## config.mk

```make
export PLATFORM = sky130hd
export DESIGN_NAME = cpu_alu_datapath
export DESIGN_NICKNAME = d
export VERILOG_FILES = /design/src/core/cpu_alu_pkg.sv /design/src/core/cpu_alu_datapath.sv
export SDC_FILE = /design/constraint.sdc
export NUM_CORES = 1
export LEC_CHECK = 0
export ABC_AREA = 0
export CAP_MARGIN = 30
export CORE_MARGIN = 8
export CORE_UTILIZATION = 53
export CTS_CLUSTER_SIZE = 16
export DETAILED_ROUTE_END_ITERATION = 10
export DONT_BUFFER_PORTS = 1
export GPL_TIMING_DRIVEN = 0
export PLACE_DENSITY = 0.75
export SLEW_MARGIN = 20
export SYNTH_ARGS = -nofsm -noshare
export SYNTH_HDL_FRONTEND = slang
export SYNTH_SLANG_ARGS = --single-unit
```

## constraint.sdc

```tcl
create_clock -name clk -period 13.8 [get_ports clk]
set_input_delay 2.07 -clock clk [delete_from_list [all_inputs] [get_ports clk]]
set_output_delay 2.07 -clock clk [all_outputs]
set_load 0.005 [all_outputs]
```

## src/core/cpu_alu_pkg.sv

```systemverilog
// Shared constants of the 8-bit core: instruction fields, core register map and resets.
package cpu_alu_pkg;

    // Instruction word and data widths.
    localparam int INSTR_W = 14;
    localparam int DATA_W = 8;
    localparam int ADDR_W = 8;

    // Instruction classes held in the top two bits of every word.
    localparam logic [1:0] CLS_FILE = 2'h0;
    localparam logic [1:0] CLS_BIT = 2'h1;
    localparam logic [1:0] CLS_JUMP = 2'h2;
    localparam logic [1:0] CLS_LIT = 2'h3;

    // Operations on a file register (bits 11:8 of a file-class word).
    localparam logic [3:0] OP_MOVWF = 4'h0;
    localparam logic [3:0] OP_CLR = 4'h1;
    localparam logic [3:0] OP_SUB_FILE = 4'h2;
    localparam logic [3:0] OP_DEC = 4'h3;
    localparam logic [3:0] OP_IOR = 4'h4;
    localparam logic [3:0] OP_AND = 4'h5;
    localparam logic [3:0] OP_XOR = 4'h6;
    localparam logic [3:0] OP_ADD = 4'h7;
    localparam logic [3:0] OP_MOV = 4'h8;
    localparam logic [3:0] OP_COM = 4'h9;
    localparam logic [3:0] OP_INC = 4'ha;
    localparam logic [3:0] OP_DECSZ = 4'hb;
    localparam logic [3:0] OP_RR = 4'hc;
    localparam logic [3:0] OP_RL = 4'hd;
    localparam logic [3:0] OP_SWAP = 4'he;
    localparam logic [3:0] OP_INCSZ = 4'hf;

    // Operations on an immediate constant (bits 11:8 of a literal-class word).
    localparam logic [3:0] LOP_IOR = 4'h8;
    localparam logic [3:0] LOP_AND = 4'h9;
    localparam logic [3:0] LOP_XOR = 4'ha;

    // Whole words with a fixed meaning.
    localparam logic [13:0] INSTR_NOP = 14'h0000;
    localparam logic [13:0] INSTR_RETURN = 14'h0008;

    // Core registers that live inside the datapath, by low seven address bits.
    localparam logic [6:0] ADR_INDIRECT = 7'h00;
    localparam logic [6:0] ADR_PC_LOW = 7'h02;
    localparam logic [6:0] ADR_STATUS = 7'h03;
    localparam logic [6:0] ADR_POINTER = 7'h04;
    localparam logic [6:0] ADR_PC_HIGH = 7'h0a;

    // Status register bit positions and writable bits.
    localparam int ST_CARRY = 0;
    localparam int ST_DIGIT = 1;
    localparam int ST_ZERO = 2;
    localparam int ST_BANK = 5;
    localparam logic [7:0] STATUS_WMASK = 8'h27;

    // Reset values.
    localparam logic [7:0] STATUS_RST = 8'h00;
    localparam logic [7:0] W_RST = 8'h00;
    localparam logic [7:0] POINTER_RST = 8'h00;
    localparam logic [4:0] PC_HIGH_RST = 5'h00;

endpackage : cpu_alu_pkg

```

## src/core/cpu_alu_datapath.sv

```systemverilog
// Two-stage fetch/execute datapath of an 8-bit core with its ALU and working register.
// Summary of operation
// - Separate program and data buses.
// - Every instruction is one 14-bit word.
// - One instruction word fetched per cycle.
// - Fetch overlaps execute; two stages.
// - Non-branching instructions take one cycle.
// - Flow changes take two cycles, flushing.
// - Counter addresses 512, 1K or 2K words.
// - Program memory only on chip.
// - Core registers mapped, direct and indirect.
// - Any operation works on any register.
// - 8-bit add, subtract, shift, logic.
// - Arithmetic is two's complement.
// - Two operands: accumulator plus file/literal.
// - Single operand: accumulator or file.
// - 8-bit accumulator has no data address.
// - ALU updates carry, digit carry, zero.
// - Subtraction flags mean inverted borrow.
module cpu_alu_datapath #(
    parameter int PROG_WORDS = 2048,
    parameter int STACK_DEPTH = 8,
    localparam int PC_W = $clog2(PROG_WORDS),
    localparam int SP_W = $clog2(STACK_DEPTH)
) (
    // Clock and reset.
    input wire logic clk,
    input wire logic rst,
    // Program memory port, read every cycle.
    output logic [PC_W-1:0] progAddr,
    input wire logic [cpu_alu_pkg::INSTR_W-1:0] progData,
    // Data memory read port, combinational read.
    output logic [cpu_alu_pkg::ADDR_W-1:0] dataAddr,
    input wire logic [cpu_alu_pkg::DATA_W-1:0] dataRdata,
    // Data memory write port, registered.
    output logic dataWe,
    output logic [cpu_alu_pkg::ADDR_W-1:0] dataWaddr,
    output logic [cpu_alu_pkg::DATA_W-1:0] dataWdata,
    // Observation of core state.
    output logic [cpu_alu_pkg::DATA_W-1:0] wReg,
    output logic [cpu_alu_pkg::DATA_W-1:0] statusReg
);
    import cpu_alu_pkg::*;

    // Fetch stage: counter and the word fetched into the execute stage.
    logic [PC_W-1:0] pc, next_pc;
    logic [INSTR_W-1:0] ir, next_ir;
    // Core registers: accumulator, status, pointer, upper counter latch.
    logic [7:0] w, next_w;
    logic [7:0] status, next_status;
    logic [7:0] fsr, next_fsr;
    logic [4:0] pclath, next_pclath;
    // Return address stack, circular like the hardware it mirrors.
    logic [PC_W-1:0] stack [STACK_DEPTH];
    logic [PC_W-1:0] next_stack [STACK_DEPTH];
    logic [SP_W-1:0] sp, next_sp;
    // Pending write to the external data memory.
    logic wrEn, next_wrEn;
    logic [7:0] wrAddr, next_wrAddr;
    logic [7:0] wrData, next_wrData;

    // Decode and ALU intermediates.
    logic [7:0] effAddr, fileIn, res, lit;
    logic [PC_W-1:0] pcm1;
    logic [9:0] sum;
    logic toW, toFile, setC, setDigit, setZ, newC, newDigit, flush;

    // Addresses served by the core itself rather than the data memory.
    function automatic logic isCore(input logic [7:0] a);
        return a[6:0] == ADR_INDIRECT || a[6:0] == ADR_PC_LOW || a[6:0] == ADR_STATUS
            || a[6:0] == ADR_POINTER || a[6:0] == ADR_PC_HIGH;
    endfunction : isCore

    // Eight-bit adder giving carry, digit carry and sum in one word.
    function automatic logic [9:0] addc(input logic [7:0] a, input logic [7:0] b,
                                        input logic cin);
        logic [4:0] lo;
        logic [8:0] s;
        lo = {1'b0, a[3:0]} + {1'b0, b[3:0]} + {4'h0, cin};
        s = {1'b0, a} + {1'b0, b} + {8'h00, cin};
        return {s[8], lo[4], s[7:0]};
    endfunction : addc

    // Ports driven straight from registers; dataAddr from the decoded operand address.
    // separate program bus
    assign progAddr = pc;
    assign dataWe = wrEn;
    assign dataWaddr = wrAddr;
    assign dataWdata = wrData;
    assign wReg = w;
    assign statusReg = status;
    assign dataAddr = effAddr;
    assign pcm1 = pc - 1'b1;
    assign lit = ir[7:0];

    // Operand fetch. A pending write to the same address is forwarded so that
    // back-to-back instructions see the fresh value despite the registered port.
    always_comb begin
        effAddr = (ir[6:0] == ADR_INDIRECT) ? fsr : {status[ST_BANK], ir[6:0]};
        if (effAddr[6:0] == ADR_INDIRECT) begin
            fileIn = 8'h00;
        end else if (effAddr[6:0] == ADR_PC_LOW) begin
            fileIn = pcm1[7:0];
        end else if (effAddr[6:0] == ADR_STATUS) begin
            fileIn = status;
        end else if (effAddr[6:0] == ADR_POINTER) begin
            fileIn = fsr;
        end else if (effAddr[6:0] == ADR_PC_HIGH) begin
            fileIn = {3'h0, pclath};
        end else if (wrEn && wrAddr == effAddr) begin
            fileIn = wrData;
        end else begin
            fileIn = dataRdata;
        end
    end

    // Execute stage: ALU, destination choice, flags and program flow.
    always_comb begin
        res = fileIn;
        sum = 10'h000;
        toW = 1'b0;
        toFile = 1'b0;
        setC = 1'b0;
        setDigit = 1'b0;
        setZ = 1'b0;
        newC = 1'b0;
        newDigit = 1'b0;
        flush = 1'b0;
        next_pc = pc + 1'b1;
        next_sp = sp;
        next_stack = stack;
        next_ir = progData;
        case (ir[13:12])
            CLS_FILE: begin
                toW = !ir[7];
                toFile = ir[7];
                case (ir[11:8])
                    OP_MOVWF: begin
                        res = w;
                        toW = 1'b0;
                        if (ir == INSTR_RETURN) begin
                            next_sp = sp - 1'b1;
                            next_pc = stack[next_sp];
                            flush = 1'b1;
                        end
                    end
                    OP_CLR: begin
                        res = 8'h00;
                        setZ = 1'b1;
                    end
                    OP_SUB_FILE: begin
                        sum = addc(fileIn, ~w, 1'b1);
                        res = sum[7:0];
                        setC = 1'b1;
                        setDigit = 1'b1;
                        setZ = 1'b1;
                    end
                    OP_DEC: begin
                        res = fileIn - 8'h01;
                        setZ = 1'b1;
                    end
                    OP_IOR: begin
                        res = fileIn | w;
                        setZ = 1'b1;
                    end
                    OP_AND: begin
                        res = fileIn & w;
                        setZ = 1'b1;
                    end
                    OP_XOR: begin
                        res = fileIn ^ w;
                        setZ = 1'b1;
                    end
                    OP_ADD: begin
                        sum = addc(fileIn, w, 1'b0);
                        res = sum[7:0];
                        setC = 1'b1;
                        setDigit = 1'b1;
                        setZ = 1'b1;
                    end
                    OP_MOV: begin
                        setZ = 1'b1;
                    end
                    OP_COM: begin
                        res = ~fileIn;
                        setZ = 1'b1;
                    end
                    OP_INC: begin
                        res = fileIn + 8'h01;
                        setZ = 1'b1;
                    end
                    OP_DECSZ, OP_INCSZ: begin
                        res = (ir[11:8] == OP_INCSZ) ? fileIn + 8'h01 : fileIn - 8'h01;
                        flush = (res == 8'h00);
                    end
                    OP_RR: begin
                        res = {status[ST_CARRY], fileIn[7:1]};
                        setC = 1'b1;
                        sum[9] = fileIn[0];
                    end
                    OP_RL: begin
                        res = {fileIn[6:0], status[ST_CARRY]};
                        setC = 1'b1;
                        sum[9] = fileIn[7];
                    end
                    default: begin
                        res = {fileIn[3:0], fileIn[7:4]};
                    end
                endcase
            end
            CLS_BIT: begin
                case (ir[11:10])
                    2'h0: begin
                        res = fileIn & ~(8'h01 << ir[9:7]);
                        toFile = 1'b1;
                    end
                    2'h1: begin
                        res = fileIn | (8'h01 << ir[9:7]);
                        toFile = 1'b1;
                    end
                    2'h2: flush = !fileIn[ir[9:7]];
                    default: flush = fileIn[ir[9:7]];
                endcase
            end
            CLS_JUMP: begin
                flush = 1'b1;
                if (ir[11]) begin
                    next_stack[sp] = pc;
                    next_sp = sp + 1'b1;
                end
                next_pc = PC_W'({pclath[4:3], ir[10:0]});
            end
            default: begin
                toW = 1'b1;
                case (ir[11:8])
                    LOP_IOR: begin
                        res = lit | w;
                        setZ = 1'b1;
                    end
                    LOP_AND: begin
                        res = lit & w;
                        setZ = 1'b1;
                    end
                    LOP_XOR: begin
                        res = lit ^ w;
                        setZ = 1'b1;
                    end
                    4'hc, 4'hd, 4'he, 4'hf: begin
                        sum = ir[9] ? addc(lit, w, 1'b0) : addc(lit, ~w, 1'b1);
                        res = sum[7:0];
                        setC = 1'b1;
                        setDigit = 1'b1;
                        setZ = 1'b1;
                    end
                    4'h4, 4'h5, 4'h6, 4'h7: begin
                        // Return with a constant in the accumulator.
                        res = lit;
                        next_sp = sp - 1'b1;
                        next_pc = stack[next_sp];
                        flush = 1'b1;
                    end
                    default: res = lit;
                endcase
            end
        endcase
        newDigit = sum[8];
        newC = sum[9];
        // Writing the low counter byte is a flow change as well.
        if (toFile && effAddr[6:0] == ADR_PC_LOW) begin
            next_pc = PC_W'({pclath, res});
            flush = 1'b1;
        end
        if (flush) begin
            next_ir = INSTR_NOP;
        end
    end

    // Register updates chosen by the destination and the flag set.
    always_comb begin
        next_w = toW ? res : w;
        next_fsr = fsr;
        next_pclath = pclath;
        next_status = status;
        next_wrEn = 1'b0;
        next_wrAddr = wrAddr;
        next_wrData = wrData;
        if (toFile && isCore(effAddr)) begin
            if (effAddr[6:0] == ADR_STATUS) begin
                next_status = res & STATUS_WMASK;
            end else if (effAddr[6:0] == ADR_POINTER) begin
                next_fsr = res;
            end else if (effAddr[6:0] == ADR_PC_HIGH) begin
                next_pclath = res[4:0];
            end
        end else if (toFile) begin
            next_wrEn = 1'b1;
            next_wrAddr = effAddr;
            next_wrData = res;
        end
        // Flag updates win over a direct write of the status register.
        // flag update
        if (setC) begin
            next_status[ST_CARRY] = newC;
        end
        if (setDigit) begin
            next_status[ST_DIGIT] = newDigit;
        end
        if (setZ) begin
            next_status[ST_ZERO] = (res == 8'h00);
        end
    end

    // State registers; every instruction retires in one edge.
    // single-cycle retire
    always_ff @(posedge clk or posedge rst) begin
        if (rst) begin
            pc <= '0;
            ir <= INSTR_NOP;
            w <= W_RST;
            status <= STATUS_RST;
            fsr <= POINTER_RST;
            pclath <= PC_HIGH_RST;
            sp <= '0;
            stack <= '{default: '0};
            wrEn <= 1'b0;
            wrAddr <= 8'h00;
            wrData <= 8'h00;
        end else begin
            pc <= next_pc;
            ir <= next_ir;
            w <= next_w;
            status <= next_status;
            fsr <= next_fsr;
            pclath <= next_pclath;
            sp <= next_sp;
            stack <= next_stack;
            wrEn <= next_wrEn;
            wrAddr <= next_wrAddr;
            wrData <= next_wrData;
        end
    end

endmodule : cpu_alu_datapath

```

==> run metrics <==
status=completed; DR DRC count=0; f_max=around 140 MHz; I/O Buffers=0; Die Ht=roughly 170 um; WP data arrival=between 7 and 8 ns; Iter 0 DRT Violations=roughly 1.5k; Post-synth top flop=dfrtp_1; Setup Buffers After CTS=0; Detailed Routing Iterations Pass 1=6; Routed Antenna Nets=0; grt total ovfl=0; Worst path max stage delay=0.61 ns; Slew HR=0.2715; setup TNS=0 ns; clock power share=0.166; first-pass GRT wire length=~74000 um; skew final=0.02011 ns; ant diodes=0; Req. time, crit path=approximately 14 ns; initial antenna violation count=1; final period utilization=0.5182; WHS=0.4976 ns; critical path class=flip-flop to flip-flop; CORE AREA=approximately 23000 um^2; peak fanout along the critical path=10; Worst-path clk slew=around 0.080 ns; most common cell after layout, fill and taps aside=dfrtp_1; EDFF count, synth=0; GRT Util Overall=0.3404; Fin. Hold Viols=0; Die Area=28680 um^2; DP Cell Count=between 1.5k and 2k; Avg WL per Cell=roughly 29 um; internal power=1.494 mW; fin crit period=~7.2 ns; RSZ-0062 raised after global routing=false; Via-to-Cell Ratio=6.934; sequential share of power=0.281; setup violators final=0; Register Area=about 4000 um^2; HPWL Detailed=between 30000 and 40000 um; Distinct cells, synth=97; P_sw=about 1.4 mW; ys async rst share=1.000; Crit-path slowest cell=clkbuf_1; Mapped Area=~12000 um^2; Buf/Inv on CP=5; worst-path cell chain=buf_2 -> nor2_1 -> a31oi_2 -> buf_2 -> o22ai_1 -> o22ai_1 -> o21ai_0 -> a21oi_2 -> clkbuf_1 -> inv_1 -> ha_1 -> inv_1 -> ha_1 -> nand2b_1 -> o21ai_0 -> a21oi_1 -> nand4_1 -> a221o_1 -> a2111oi_0 -> a32o_1 -> a21o_1 -> nand4b_1 -> o41ai_2; Worst Setup Start Kind=flip-flop; Max VDD drop=0.0001372 V; Starting Density=0.5359; Comb power frac=0.553; area growth from synthesis to layout=8.843%; Routed Wire Length=slightly below 50000 um; total clock sinks=between 150 and 200; share of cells above drive strength 1=0.1780; MaxCap Viol Count=0; clk buf depth=2; Filler cells=2047; register-to-register setup slack=approximately 6.6 ns; Lkg Pwr=roughly 5.7 nW; Avg Inst Size Synth=a little over 9 um^2; sw frac=0.4921; Cell Count, Final, Fillers Out=roughly 1.7k; Worst Max-Slew Pin Slew=1.086 ns; CTS resizes=0; Clk Latency, worst-skew pair=0.44 ns; Nets=between 1k and 1.5k; FP Rows=56; Critical Path Sink Type=flip-flop; hold_buf cts=0; H-tree depth=4; CTS tree=built; Inserted Clock Buffers=17; #FFs+latches synth=around 160; I/O pins=76; Synthesis Warnings=0; vias in the first global route=roughly 11k; via count=approximately 12k; GPL Wtd Cong=around 1.0; PwrDens=216.8 nW/um^2; CTS root buf=clkbuf_16; largest net degree at the start of global routing=105; Slew Viols, Final=0; commonest cells after routing, fill and taps aside=158 x dfrtp_1, 114 x nand2_1, 107 x mux2_2; Worst Hold Class=flip-flop to flip-flop; combined area of the multi-input logic cells=just under 8000 um^2; register area share after synthesis=0.3172; Top Family by Delay on Critical Path=compound AO/OA/AOI/OAI gates; Mapped Cells=approximately 1.3k; Die W=about 170 um
[layout make-up]
class | instances | area share
Sequential cell | 158 | 0.2914
Multi-Input combinational cell | 1030 | 0.5776
Buffer | 102 | 0.03403
Inverter | 62 | 0.01826
Clock inverter | 15 | 0.01420
Tap cell | 319 | 0.02942
Timing Repair Buffer | 4 | 0.003781
Clock buffer | 17 | 0.03135
[cells in the mapped netlist, drive strengths merged (20+ instances only)]
master	n	area share
dfrtp	158	0.32
nand2	115	0.035
mux2	107	0.097
nor2	94	0.028
a21oi	80	0.035
o21ai	75	0.031
clkbuf	63	0.019
ha	61	0.061
nand3	59	0.025
inv	58	0.018
buf	39	0.018
xnor2	38	0.027
mux4	23	0.042
nor3	23	0.0096
mux2i	20	0.017
[final timing paths]
check,startpoint,end,cells past startpoint
worst max-delay path,ir[1],statusReg[2],23
worst min-delay path,stack[77],stack[77],2
worst max register to register,ir[1],statusReg[2],23
worst min register to register,stack[77],stack[77],2
max in group asynchronous,rst,fsr[5],2
min in group asynchronous,rst,ir[5],1
[cell families after synthesis]
group           Yosys count  share of synthesized area
simple gates            393                     0.1552
xor+xnor                 48                    0.03372
compound gates          372                     0.2176
mux                     150                     0.1553
buf+inv                 164                    0.05631
flops                   158                     0.3172
other cells               1                  0.0003008
fa+ha+maj                63                    0.06444
[stage by stage]
stage            util  setup WS [ns]  cell area, um^2  total power, mW
2_1_floorplan       -          7.467            12480            1.868
3_3_place_gp   0.5535          5.814            12880            2.362
3_5_place_dp   0.5562          6.931            12940            2.393
4_1_cts        0.5828          6.917            13560            2.891
5_1_grt        0.5833          6.391            13570            3.081
6_report       0.5833          6.648            13570            2.942
[flip-flops by register name (all words and copies together), names as in the netlist]
register and cells:
ir 14, dataWdata 8, wReg 8, statusReg 4, pclath 5, dataWaddr 8, stack 88, dataWe 1
fsr 8, sp 3, progAddr 11
[worst reg2reg max path, stage by stage, from the launching register on]
cell       delay [ns]
dfrtp_1          0.60
buf_2            0.33
nor2_1           0.13
a31oi_2          0.51
buf_2            0.34
o22ai_1          0.15
o22ai_1          0.41
o21ai_0          0.38
a21oi_2          0.35
clkbuf_1         0.61
inv_1            0.15
ha_1             0.31
inv_1            0.07
ha_1             0.19
nand2b_1         0.17
o21ai_0          0.09
a21oi_1          0.17
nand4_1          0.12
a221o_1          0.29
a2111oi_0        0.59
a32o_1           0.32
a21o_1           0.40
nand4b_1         0.17
o41ai_2          0.23
[power groups by stage]
stage	registers [mW]	logic [mW]	clock network, mW
final	0.826	1.63	0.487
after global routing	0.842	1.73	0.511
after CTS	0.820	1.58	0.490
after detailed placement	0.827	1.57	0
after global placement	0.816	1.55	0
after floorplan	0.748	1.12	0
[routing by layer]
metal,share of wire,global-route usage
met5,0.00035,0
met4,0.063,0.1974
met3,0.10,0.09002
met2,0.45,0.5391
met1,0.38,0.4150
Note: power is estimated with default switching activity, not from simulation.
